[config.mk]
export PLATFORM = sky130hd
export DESIGN_NAME = scs_top
export DESIGN_NICKNAME = d
export VERILOG_FILES = /design/src/hdl/scs_pkg.sv /design/src/hdl/scs_flag_if.sv /design/src/hdl/scs_line_flags.sv /design/src/hdl/scs_top.sv
export SDC_FILE = /design/constraint.sdc
export NUM_CORES = 1
export LEC_CHECK = 0
export BUFFER_PORTS_ARGS = -buffer_cell sky130_fd_sc_hd__buf_2
export CAP_MARGIN = 40
export CORE_UTILIZATION = 48
export DETAILED_ROUTE_END_ITERATION = 7
export PLACE_DENSITY = 0.78
export SKIP_LAST_GASP = 1
export SLEW_MARGIN = 40
export SYNTH_ARGS = -nofsm -noshare
export SYNTH_HDL_FRONTEND = slang
export SYNTH_HIERARCHICAL = 1
export SYNTH_SLANG_ARGS = --single-unit
export TNS_END_PERCENT = 1
[constraint.sdc]
create_clock -name sys_clk -period 2.4 [get_ports sys_clk]
set_input_delay 0.12 -clock sys_clk [delete_from_list [all_inputs] [get_ports sys_clk]]
set_output_delay 0.12 -clock sys_clk [all_outputs]
set_load 0.03 [all_outputs]
[src/hdl/scs_pkg.sv]
// constants, types and helpers shared by the serial channel status block
// assumes a single 25 MHz system clock with synchronous reset
package scs_pkg;
    // register byte addresses on the apb side
    localparam logic [15:0] SCS_ADDR_LINE_STATUS = 16'hf30c;
    localparam logic [15:0] SCS_ADDR_FIFO_CTRL = 16'hf310;
    localparam logic [15:0] SCS_ADDR_INT_STATUS = 16'hf330;
    localparam logic [15:0] SCS_ADDR_INT_MASK = 16'hf334;
    localparam logic [15:0] SCS_ADDR_CHG_SELECT = 16'hf338;
    // line_change_status fields
    localparam int SCS_LS_OVERRUN = 5;
    localparam int SCS_LS_CTS = 4;
    localparam int SCS_LS_LIVE_BRK = 3;
    localparam int SCS_LS_TX_ROOM = 2;
    localparam int SCS_LS_ALL_SENT = 1;
    localparam int SCS_LS_STICKY_BRK = 0;
    localparam int SCS_LS_WIDTH = 6;
    localparam logic [5:0] SCS_LS_RESET = 6'h06;
    // fifo_control fields
    localparam int SCS_FC_SOFT_RESET = 15;
    localparam int SCS_FC_RX_THR = 7;
    localparam int SCS_FC_TX_THR = 3;
    localparam int SCS_FC_TX_CLEAR = 2;
    localparam int SCS_FC_RX_CLEAR = 1;
    localparam int SCS_FC_CLEAR_EN = 0;
    localparam logic [1:0] SCS_THR_RESET = 2'h0;
    localparam logic SCS_CLEAR_RESET = 1'b0;
    // interrupt status and mask fields
    localparam int SCS_INT_RX_REQ = 0;
    localparam int SCS_INT_TX_REQ = 1;
    localparam int SCS_INT_STATUS_CHG = 2;
    localparam int SCS_INT_WIDTH = 3;
    localparam logic [2:0] SCS_INT_RESET = 3'h0;
    localparam logic [5:0] SCS_SEL_RESET = 6'h00;
    // fifo geometry
    localparam int SCS_CNT_WIDTH = 5;
    // channel initialisation time after a soft reset request
    localparam int SCS_CLK_PERIOD_NS = 40;
    localparam int SCS_SOFT_RESET_NS = 160;
    localparam int SCS_SOFT_RESET_CYCLES =
        (SCS_SOFT_RESET_NS + SCS_CLK_PERIOD_NS - 1) / SCS_CLK_PERIOD_NS;

    typedef enum logic [1:0] {
        SCS_RUN = 2'b00,
        SCS_INIT = 2'b01
    } scs_state_t;

    function automatic logic [4:0] scs_rx_level(input logic [1:0] code);
        case (code)
            2'h0: scs_rx_level = 5'h01;
            2'h1: scs_rx_level = 5'h04;
            2'h2: scs_rx_level = 5'h08;
            default: scs_rx_level = 5'h0c;
        endcase
    endfunction

    // code 3 is forbidden; it yields zero, which the caller treats as off
    function automatic logic [4:0] scs_tx_level(input logic [1:0] code);
        case (code)
            2'h0: scs_tx_level = 5'h01;
            2'h1: scs_tx_level = 5'h04;
            2'h2: scs_tx_level = 5'h08;
            default: scs_tx_level = 5'h00;
        endcase
    endfunction
endpackage

[src/hdl/scs_flag_if.sv]
// carrier between the register block and the line flag keeper
// assumes both ends run on sys_clk
interface scs_flag_if;
    logic overrun_ev;
    logic brk_frame;
    logic data_frame;
    logic cts_pin;
    logic [4:0] tx_free_cnt;
    logic tx_shift_empty;
    logic clr_overrun;
    logic clr_sticky;
    logic soft_init;
    logic [5:0] line_status;

    modport flags (
        input overrun_ev, brk_frame, data_frame, cts_pin, tx_free_cnt,
        input tx_shift_empty, clr_overrun, clr_sticky, soft_init,
        output line_status
    );
    modport ctrl (
        output overrun_ev, brk_frame, data_frame, cts_pin, tx_free_cnt,
        output tx_shift_empty, clr_overrun, clr_sticky, soft_init,
        input line_status
    );
endinterface

[src/hdl/scs_line_flags.sv]
// line condition flags of one serial channel
// assumes events are one-cycle pulses on sys_clk; cts_pin is asynchronous
module scs_line_flags
    import scs_pkg::*;
(
    // clock and reset
    input wire logic sys_clk,
    input wire logic rst,
    // link to the register block
    scs_flag_if.flags bus
);
    logic cts_s1_q, cts_s2_q;
    logic [5:0] ls_q, ls_d;

    ////////////////////////////////////////////////////////////////////////
    always_comb begin
        ls_d = ls_q;
        // set wins over a write-zero clear in the same cycle
        ls_d[SCS_LS_OVERRUN] = bus.overrun_ev
            | (ls_q[SCS_LS_OVERRUN] & ~bus.clr_overrun);
        ls_d[SCS_LS_CTS] = cts_s2_q;
        if (bus.brk_frame) begin
            ls_d[SCS_LS_LIVE_BRK] = 1'b1;
        end else if (bus.data_frame) begin
            ls_d[SCS_LS_LIVE_BRK] = 1'b0;
        end
        ls_d[SCS_LS_TX_ROOM] = (bus.tx_free_cnt != 5'h00);
        ls_d[SCS_LS_ALL_SENT] = bus.tx_shift_empty
            & (bus.tx_free_cnt == 5'h10);
        ls_d[SCS_LS_STICKY_BRK] = bus.brk_frame
            | (ls_q[SCS_LS_STICKY_BRK] & ~bus.clr_sticky);
        if (bus.soft_init) begin
            ls_d = SCS_LS_RESET;
        end
    end

    always_ff @(posedge sys_clk) begin
        if (rst) begin
            cts_s1_q <= 1'b0;
            cts_s2_q <= 1'b0;
            ls_q <= SCS_LS_RESET;
        end else begin
            cts_s1_q <= bus.cts_pin;
            cts_s2_q <= cts_s1_q;
            ls_q <= ls_d;
        end
    end

    assign bus.line_status = ls_q;
endmodule

[src/hdl/scs_top.sv]
// status reporting and fifo control for one serial channel, apb slave
// assumes fifo counts and frame events come from logic on sys_clk;
// cts_pin comes straight from the pad
//
// What this block does
// - overrun flag bit 5 sets on overrun, clears only by writing zero or soft reset.
// - bit 4 reads the clear-to-send pin level, read only.
// - live break bit 3 sets on break, clears on a non-break frame.
// - transmit room bit 2 is one while the transmit fifo has space.
// - all sent bit 1 is one only when transmit fifo and shifter are empty or a soft reset runs.
// - sticky break bit 0 sets on break, holds until written zero or soft reset.
// - soft reset bit 15 reinitialises channel, reads one until done.
// - receive threshold bits 8:7 select 1, 4, 8 or 12 bytes.
// - transmit threshold bits 4:3 select 1, 4, 8; code 11 forbidden.
// - transmit fifo clear bit 2 empties and holds fifo when enabled.
// - receive fifo clear bit 1 empties and holds fifo when enabled.
// - clear enable bit 0 gates both fifo clear bits.
// - receive request raises once fifo holds threshold bytes or more.
// - transmit request raises once free space reaches threshold.
// - status change flag sets when a selected status bit rises.
module scs_top
    import scs_pkg::*;
(
    // clock and reset
    input wire logic sys_clk,
    input wire logic rst,
    // apb slave
    input wire logic psel,
    input wire logic penable,
    input wire logic pwrite,
    input wire logic [15:0] paddr,
    input wire logic [31:0] pwdata,
    output logic [31:0] prdata,
    output logic pready,
    output logic pslverr,
    // serial line and receiver events
    input wire logic cts_pin,
    input wire logic overrun_event,
    input wire logic break_frame,
    input wire logic data_frame,
    // fifo and shifter state
    input wire logic [4:0] tx_free_count,
    input wire logic [4:0] rx_count,
    input wire logic tx_shift_empty,
    // controls to the channel
    output logic tx_fifo_clear,
    output logic rx_fifo_clear,
    output logic channel_init,
    output logic rx_request,
    output logic tx_request,
    output logic irq
);
    import scs_pkg::*;

    function automatic logic addr_is(input logic [15:0] a,
                                     input logic [15:0] reg_addr);
        addr_is = (a == reg_addr);
    endfunction

    scs_flag_if flag_bus();

    scs_line_flags scs_line_flags_i (
        .sys_clk(sys_clk),
        .rst(rst),
        .bus(flag_bus.flags)
    );

    logic wr_en, rd_take, ready_d, err_d;
    logic [31:0] rdata_d;
    logic [31:0] prdata_q;
    logic pready_q, pslverr_q;
    scs_state_t state_q, state_d;
    logic [2:0] init_cnt_q, init_cnt_d;
    logic [1:0] rx_thr_q, rx_thr_d, tx_thr_q, tx_thr_d;
    logic tx_clr_q, tx_clr_d, rx_clr_q, rx_clr_d, clr_en_q, clr_en_d;
    logic [5:0] sel_q, sel_d, ls_prev_q;
    logic [2:0] int_mask_q, int_mask_d, int_st_q, int_st_d;
    logic rx_req_d, tx_req_d;
    logic rx_req_q, tx_req_q, irq_q, init_q;
    logic tx_fclr_q, rx_fclr_q;
    logic [5:0] ls;
    logic [31:0] fc_view;

    assign ls = flag_bus.line_status;

    ////////////////////////////////////////////////////////////////////////
    // apb handshake: one wait state, every answer comes from flops
    assign wr_en = psel & penable & pready_q & pwrite;
    assign ready_d = psel & penable & ~pready_q;
    assign rd_take = ready_d & ~pwrite;

    always_comb begin
        fc_view = 32'h0;
        fc_view[SCS_FC_SOFT_RESET] = (state_q == SCS_INIT);
        fc_view[SCS_FC_RX_THR +: 2] = rx_thr_q;
        fc_view[SCS_FC_TX_THR +: 2] = tx_thr_q;
        fc_view[SCS_FC_TX_CLEAR] = tx_clr_q;
        fc_view[SCS_FC_RX_CLEAR] = rx_clr_q;
        fc_view[SCS_FC_CLEAR_EN] = clr_en_q;
    end

    always_comb begin
        rdata_d = 32'h0;
        err_d = 1'b0;
        if (addr_is(paddr, SCS_ADDR_LINE_STATUS)) begin
            rdata_d = {26'h0, ls};
        end else if (addr_is(paddr, SCS_ADDR_FIFO_CTRL)) begin
            rdata_d = fc_view;
        end else if (addr_is(paddr, SCS_ADDR_INT_STATUS)) begin
            rdata_d = {29'h0, int_st_q};
        end else if (addr_is(paddr, SCS_ADDR_INT_MASK)) begin
            rdata_d = {29'h0, int_mask_q};
        end else if (addr_is(paddr, SCS_ADDR_CHG_SELECT)) begin
            rdata_d = {26'h0, sel_q};
        end else begin
            err_d = 1'b1;
        end
    end

    always_ff @(posedge sys_clk) begin
        if (rst) begin
            pready_q <= 1'b0;
            pslverr_q <= 1'b0;
            prdata_q <= 32'h0;
        end else begin
            pready_q <= ready_d;
            pslverr_q <= ready_d & err_d;
            prdata_q <= rd_take ? rdata_d : 32'h0;
        end
    end

    ////////////////////////////////////////////////////////////////////////
    // write-zero clears of the line flags; a one leaves them alone
    assign flag_bus.clr_overrun = wr_en
        & addr_is(paddr, SCS_ADDR_LINE_STATUS)
        & ~pwdata[SCS_LS_OVERRUN];
    assign flag_bus.clr_sticky = wr_en
        & addr_is(paddr, SCS_ADDR_LINE_STATUS)
        & ~pwdata[SCS_LS_STICKY_BRK];
    assign flag_bus.soft_init = (state_q == SCS_INIT);
    assign flag_bus.overrun_ev = overrun_event;
    assign flag_bus.brk_frame = break_frame;
    assign flag_bus.data_frame = data_frame;
    assign flag_bus.cts_pin = cts_pin;
    assign flag_bus.tx_free_cnt = tx_free_count;
    assign flag_bus.tx_shift_empty = tx_shift_empty;

    ////////////////////////////////////////////////////////////////////////
    // soft reset sequencer and control registers
    always_comb begin
        state_d = state_q;
        init_cnt_d = init_cnt_q;
        rx_thr_d = rx_thr_q;
        tx_thr_d = tx_thr_q;
        tx_clr_d = tx_clr_q;
        rx_clr_d = rx_clr_q;
        clr_en_d = clr_en_q;
        sel_d = sel_q;
        int_mask_d = int_mask_q;
        case (state_q)
            SCS_RUN: begin
                if (wr_en && addr_is(paddr, SCS_ADDR_FIFO_CTRL)) begin
                    rx_thr_d = pwdata[SCS_FC_RX_THR +: 2];
                    // forbidden code 3 is stored but raises no request
                    tx_thr_d = pwdata[SCS_FC_TX_THR +: 2];
                    tx_clr_d = pwdata[SCS_FC_TX_CLEAR];
                    rx_clr_d = pwdata[SCS_FC_RX_CLEAR];
                    clr_en_d = pwdata[SCS_FC_CLEAR_EN];
                    if (pwdata[SCS_FC_SOFT_RESET]) begin
                        state_d = SCS_INIT;
                        init_cnt_d = 3'(SCS_SOFT_RESET_CYCLES - 1);
                    end
                end
                if (wr_en && addr_is(paddr, SCS_ADDR_CHG_SELECT)) begin
                    sel_d = pwdata[5:0];
                end
                if (wr_en && addr_is(paddr, SCS_ADDR_INT_MASK)) begin
                    int_mask_d = pwdata[2:0];
                end
            end
            SCS_INIT: begin
                // fifo clear bits survive so the buffers stay untouched
                rx_thr_d = SCS_THR_RESET;
                tx_thr_d = SCS_THR_RESET;
                sel_d = SCS_SEL_RESET;
                int_mask_d = SCS_INT_RESET;
                if (init_cnt_q == 3'h0) begin
                    state_d = SCS_RUN;
                end else begin
                    init_cnt_d = init_cnt_q - 3'h1;
                end
            end
            default: begin
                state_d = SCS_RUN;
            end
        endcase
    end

    always_ff @(posedge sys_clk) begin
        if (rst) begin
            state_q <= SCS_RUN;
            init_cnt_q <= 3'h0;
            rx_thr_q <= SCS_THR_RESET;
            tx_thr_q <= SCS_THR_RESET;
            tx_clr_q <= SCS_CLEAR_RESET;
            rx_clr_q <= SCS_CLEAR_RESET;
            clr_en_q <= SCS_CLEAR_RESET;
            sel_q <= SCS_SEL_RESET;
            int_mask_q <= SCS_INT_RESET;
        end else begin
            state_q <= state_d;
            init_cnt_q <= init_cnt_d;
            rx_thr_q <= rx_thr_d;
            tx_thr_q <= tx_thr_d;
            tx_clr_q <= tx_clr_d;
            rx_clr_q <= rx_clr_d;
            clr_en_q <= clr_en_d;
            sel_q <= sel_d;
            int_mask_q <= int_mask_d;
        end
    end

    ////////////////////////////////////////////////////////////////////////
    // requests, status change detection and the interrupt
    always_comb begin
        rx_req_d = (rx_count >= scs_rx_level(rx_thr_q));
        tx_req_d = (scs_tx_level(tx_thr_q) != 5'h00)
            && (tx_free_count >= scs_tx_level(tx_thr_q));
        int_st_d = int_st_q;
        if (wr_en && addr_is(paddr, SCS_ADDR_INT_STATUS)) begin
            int_st_d = int_st_q & ~pwdata[2:0];
        end
        if (state_q == SCS_INIT) begin
            int_st_d = SCS_INT_RESET;
        end
        // set wins over a write-one clear in the same cycle
        int_st_d[SCS_INT_RX_REQ] = int_st_d[SCS_INT_RX_REQ]
            | (rx_req_d & ~rx_req_q);
        int_st_d[SCS_INT_TX_REQ] = int_st_d[SCS_INT_TX_REQ]
            | (tx_req_d & ~tx_req_q);
        int_st_d[SCS_INT_STATUS_CHG] = int_st_d[SCS_INT_STATUS_CHG]
            | (|(ls & ~ls_prev_q & sel_q));
    end

    always_ff @(posedge sys_clk) begin
        if (rst) begin
            int_st_q <= SCS_INT_RESET;
            ls_prev_q <= SCS_LS_RESET;
            rx_req_q <= 1'b0;
            tx_req_q <= 1'b0;
            irq_q <= 1'b0;
            init_q <= 1'b0;
            tx_fclr_q <= 1'b0;
            rx_fclr_q <= 1'b0;
        end else begin
            int_st_q <= int_st_d;
            ls_prev_q <= ls;
            rx_req_q <= rx_req_d;
            tx_req_q <= tx_req_d;
            irq_q <= |(int_st_d & int_mask_d);
            init_q <= (state_d == SCS_INIT);
            tx_fclr_q <= tx_clr_d & clr_en_d;
            rx_fclr_q <= rx_clr_d & clr_en_d;
        end
    end

    assign prdata = prdata_q;
    assign pready = pready_q;
    assign pslverr = pslverr_q;
    assign tx_fifo_clear = tx_fclr_q;
    assign rx_fifo_clear = rx_fclr_q;
    assign channel_init = init_q;
    assign rx_request = rx_req_q;
    assign tx_request = tx_req_q;
    assign irq = irq_q;
endmodule

-- Word-level counts from Yosys, hierarchy flattened
Cells that the tools add are included.
- bitwise operators: 36
- equality and inequality tests: 16
- reductions and logical operators: 22
- multiplexer cells: 38
- $lt $le $gt $ge: 2
- $add $sub $neg: 1
- operators with widths (cell ; count):
    $eq A16 B16 Y1 const B ; 5
    $mux W6 ; 5
    $pmux W4 S3 ; 2
    $mux W3 ; 6
    $and A1 B1 Y1 ; 16
    $mux W16 ; 1
    $mux W1 ; 13
    $and A6 B6 Y6 ; 2
    $pmux W2 S2 ; 3
    $pmux W3 S2 ; 2
    $pmux W6 S2 ; 1
    $reduce_or A6 Y1 ; 2
    $ge A5 B5 Y1 ; 2
    $mux W2 ; 5
    $reduce_bool A5 Y1 ; 2
    $not A1 Y1 ; 9
    $eq A2 B1 Y1 const B ; 4
    $ne A2 B2 Y1 const B ; 4
    $and A3 B3 Y3 ; 2
    $logic_not A2 Y1 ; 3
    $not A6 Y6 ; 1
    $reduce_or A3 Y1 ; 2
    $eq A5 B5 Y1 const B ; 1
    $logic_and A1 B1 Y1 ; 5
    9 further kinds ; 17
- register bits after elaboration: 78
- output and inout port bits: 40
- word-level logic and storage cells: 141
- input bits: 68

-- Logic depth before layout (Yosys ltp)
- word-level depth: 9
- mapped depth: 7
- mapped depth without buffers: 7

-- Modules after synthesis
Netlist, hierarchy kept.
- modules (own cells, without submodules) (module ; cells each ; seq. area each (um^2) ; area each (um^2) ; times used):
    scs_top ; 260 ; 940.9 ; 2332.2 ; 1
    scs_line_flags ; 26 ; 160.2 ; 260.2 ; 1

-- Worst setup path before layout
No wires, ideal clock.
- path kind: reg-to-reg
- from: register tx_thr_q[1]
- to: register irq_q, in the netlist irq
- clock period less this slack: 2.166 ns
- data required time: 2.278 ns
- arrival: 2.045 ns
- path buffers: 0
- cell stages (with the launch flop): 8
- library setup time: 0.122 ns
- setup slack: 0.234 ns
- cells stage by stage: dfxtp_1 -> nor2_1 -> ha_1 -> or4b_2 -> o211ai_1 -> a221oi_1 -> a32o_1 -> a221o_1
- word-level cells in the longest chain between the ends: 8
- elaborated cells between the ends (all ways): 11
- those cells by class: order compare: 1; eq/ne: 2; mux: 1; bitwise: 3; reduce/logical: 4
- ends and longest elaborated chain (item ; RTL line ; text):
    start, declared ; scs_top.sv:74 ; logic [1:0] rx_thr_q, rx_thr_d, tx_thr_q, tx_thr_d;
    start signal, assigned ; scs_top.sv:214 ; tx_thr_q <= tx_thr_d;
    $eq A2 B2 Y1 (tied with other cells) ; scs_pkg.sv:59 ; case (code)
    $pmux W4 S3 * ; scs_pkg.sv:59 ;
    $ge A5 B5 Y1 or $reduce_bool A5 Y1 (tied branches) ; scs_top.sv:228, scs_top.sv:227 ;
    $logic_and A1 B1 Y1 * ; scs_top.sv:228 ; && (tx_free_count >= scs_tx_level(tx_thr_q));
    $and A1 B1 Y1 * ; scs_top.sv:240 ; | (tx_req_d & ~tx_req_q);
    $or A1 B1 Y1 * ; scs_top.sv:240 ;
    $and A3 B3 Y3 * ; scs_top.sv:260 ; irq_q <= |(int_st_d & int_mask_d);
    $reduce_or A3 Y1 * ; scs_top.sv:260 ;
    end signal, assigned ; scs_top.sv:260 ;
    end, declared ; scs_top.sv:79 ; logic rx_req_q, tx_req_q, irq_q, init_q;
Mark *: on every way between the ends. The rest lies on a longest branch, timed or not.
A chain may end at the register's enable or synchronous reset.

-- Worst setup path in the final report
- from: register tx_thr_q[0]
- to: register irq_q, in the netlist irq
The elaborated chain is that of the path after synthesis.

==> results.py <==
metrics = {
    "finish": {
        "area_growth_pct": 17.62,
        "fin_util_pct": 59.32,
        "fin_nets": 426,
        "num-fill-cells": 493,
        "finalInstanceArea_sq_um": 3049,
        "drive_gt1_share_pct": 26.50,
        "diodes": 0,
    },
    "cts": {
        "tritoncts_num_sinks": 55,
        "cts_root_buffer": "clkbuf_8",
        "postCtsSetupRepairBufs": 0,
        "cts_tree": "yes",
        "clock_latency_ps": 310,
        "clk_path_buf_depth": 2,
        "clk_pin_slew_worst_paths_ps": 100,
        "numCtsBuffers": 5,
        "htree_levels": 2,
    },
    "yosys": {
        "syn_area_per_cell_sq_um": 9.065,
        "synth_cell_types": 56,
        "ys_warn_count": 6,
        "syn_area_sq_um": 2592,
        "synth_edf_count": 0,
        "synth-main-ff-cell": "dfxtp_1",
        "ys_top_cells_by_area": "dfxtp_1, buf_4, ha_1, mux2i_1, nor2_1",
        "async_reset_ff_share_pct": 0,
        "synth_seq_cells": 55,
        "synth.most_common_cell": "dfxtp_1",
        "synth_common_cells": "dfxtp_1, nor2_1, buf_4, inv_1, nand2_1",
        "netlist_instances": 286,
        "ys_seq_area_share_pct": 42.47,
        "yosysTopAreaCellShare_pct": 42.47,
        "yosysTopAreaCell": "dfxtp_1",
    },
    "timing": {
        "post-route-min-period_ps": 2290,
        "drv_slew": 0,
        "finalHoldViolations": 0,
        "slew_headroom_pct": 62.66,
        "max_freq_mhz": 436.7,
        "tightestPinTransition_ps": 560.1,
        "fin_crit_sh_pct": 95.40,
        "rsz0062_at_grt": "false",
        "setup-violations-final": 0,
        "fin_worst_skew_ps": 8.435,
        "tns_ps": 0,
    },
    "die": {
        "die_w_um": 75.49,
        "start_util_pct": 50.44,
        "rows": 26,
        "ioPinCount": 108,
        "fp.dieArea_sq_um": 5699,
        "fp.dieH_um": 75.49,
        "coreArea_sq_um": 5140,
    },
    "setup_path": {
        "crit_fanout": 6,
        "cp.required_ps": 2610,
        "start_kind": "flip-flop",
        "ff2ff_setup_slack_ps": 110,
        "crit_type": "reg2reg",
        "cp-end-kind": "flip-flop",
        "crit_arrival_ps": 2500,
    },
    "route": {
        "wl_um": 5720,
        "dr_total_vias": 2187,
        "drt-pass1-iter-count": 4,
        "wl_per_cell_um": 13.59,
        "drtAntennaViolNets": 0,
        "routed_via_density": 5.195,
        "drt_iter0_drc": 175,
        "drc": 0,
    },
    "placed_design": {
        "gp_congestion": 0.8948,
        "placed_area_sq_um": 2893,
        "dp_hpwl_um": 4401,
        "port_buffers": 61,
    },
    "pwr": {
        "leakagePower_uw": 0.001345,
        "ir_drop_v": 0.0004269,
        "power_density_nw_per_um2": 605.5,
        "totalPowerFinal_uw": 1846,
    },
    "hold_path": {
        "holdCritPathClass": "in2reg",
    },
    "run_status": {
        "outcome": "complete, no violations",
    },
    "global_routing": {
        "antenna_found_initial": 0,
        "track_usage_pct": 22.12,
        "gr-total-overflow": 0,
        "grt_max_degree": 31,
        "grt_pass1_vias": 1993,
        "grt_pass1_wl_um": 9218,
    },
    "flow_run": {
        "drv_cap": 0,
    },
}
-- critical path, cell delays in order, from the launching register on --
cell and delay (ps):
dfxtp_2 400, nor2_1 60, ha_1 260, or4b_2 660
o211ai_1 130, a221oi_2 100, a32o_2 260, a221o_1 320
-- worst paths after layout --
check                                 start                                   to  cells past startpoint
hold / removal                      cts_pin            scs_line_flags_i/cts_s1_q                      2
hold reg to reg   scs_line_flags_i/cts_s2_q  scs_line_flags_i/bus.line_status[4]                      2
setup / recovery                tx_thr_q[0]                                  irq                      7
setup reg to reg                tx_thr_q[0]                                  irq                      7
-- final cells by class --
class                      count  area, sq um  area share [%]
clock buffer                   5        68.82           2.257
clock inverter                 3        67.56           2.216
inverter                      19        71.32           2.339
multi-input combinational    203         1305           42.80
sequential                    55         1104           36.19
tap                           70        87.58           2.872
timing repair buffer          66        345.3           11.33
-- routing by layer --
layer / share of wire, % / vias up / GRT usage [%]
met1: 44 / 1009 / 26.52
li1: - / 1108 / -
met4: 1.1 / 0 / 9.053
met3: 5.2 / 6 / 4.630
met5: 0 / - / 0
met2: 50 / 64 / 38.59
-- flip-flops by register name (all words and copies together) (netlist names), 2 cells and up --
name	cells
scs_line_flags_i/bus.line_status	6
int_mask_q	3
rx_thr_q	2
ls_prev_q	6
state_q	2
prdata	9
int_st_q	3
init_cnt_q	3
sel_q	6
tx_thr_q	2
-- metrics by stage --
step | setup slack, ps | instances | hold slack [ps]
after floorplan | 233.6 | 309 | 191.6
after global routing | 21.25 | 421 | 20.84
after CTS | 46.21 | 420 | 3.476
after global placement | 93.73 | 412 | 335.0
final | 110.3 | 421 | 23.80
after detailed placement | 58.26 | 412 | 338.4
-- cell families (layout without fill, tap and decap cells) --
group | after synthesis | count (layout) | share of synthesized area [%]
simple gates | 111 | 111 | 24.08
flops | 55 | 55 | 42.47
buf+inv | 51 | 93 | 10.81
compound gates | 49 | 49 | 14.38
mux | 10 | 10 | 3.861
fa+ha+maj | 9 | 9 | 4.247
other cells | 1 | 24 | 0.1446
-- layout by cell type, fill, tap and decap left out, types with 4 or more instances in the layout --
cell and count:
buf_2 61, a21oi_1 10, nor4_1 4, dfxtp_1 53, ha_1 8, nor3_1 9
nand2_1 19, inv_1 19, clkbuf_8 5, nor2_1 26, nand2b_1 11, conb_1 24
mux2i_1 10, nand4_1 7, nor2b_1 9, nand3_1 5, a222oi_1 6, buf_4 4
a22o_1 4
-- timing repair --
item | in CTS | in global routing
endpoints found under the hold margin | 0 | 1
hold buffers | 0 | 1
gates resized for setup | 0 | 4
endpoints found under the setup margin | 0 | 1
-- power by group --
group / internal [uW] / total (uW) / leakage [uW] / switching [uW]
clock network: 416 / 721 / 0.0000644 / 305
registers: 931 / 943 / 0.000449 / 11.9
logic: 59.6 / 182 / 0.000832 / 123
(Power assumes the default switching activity.)
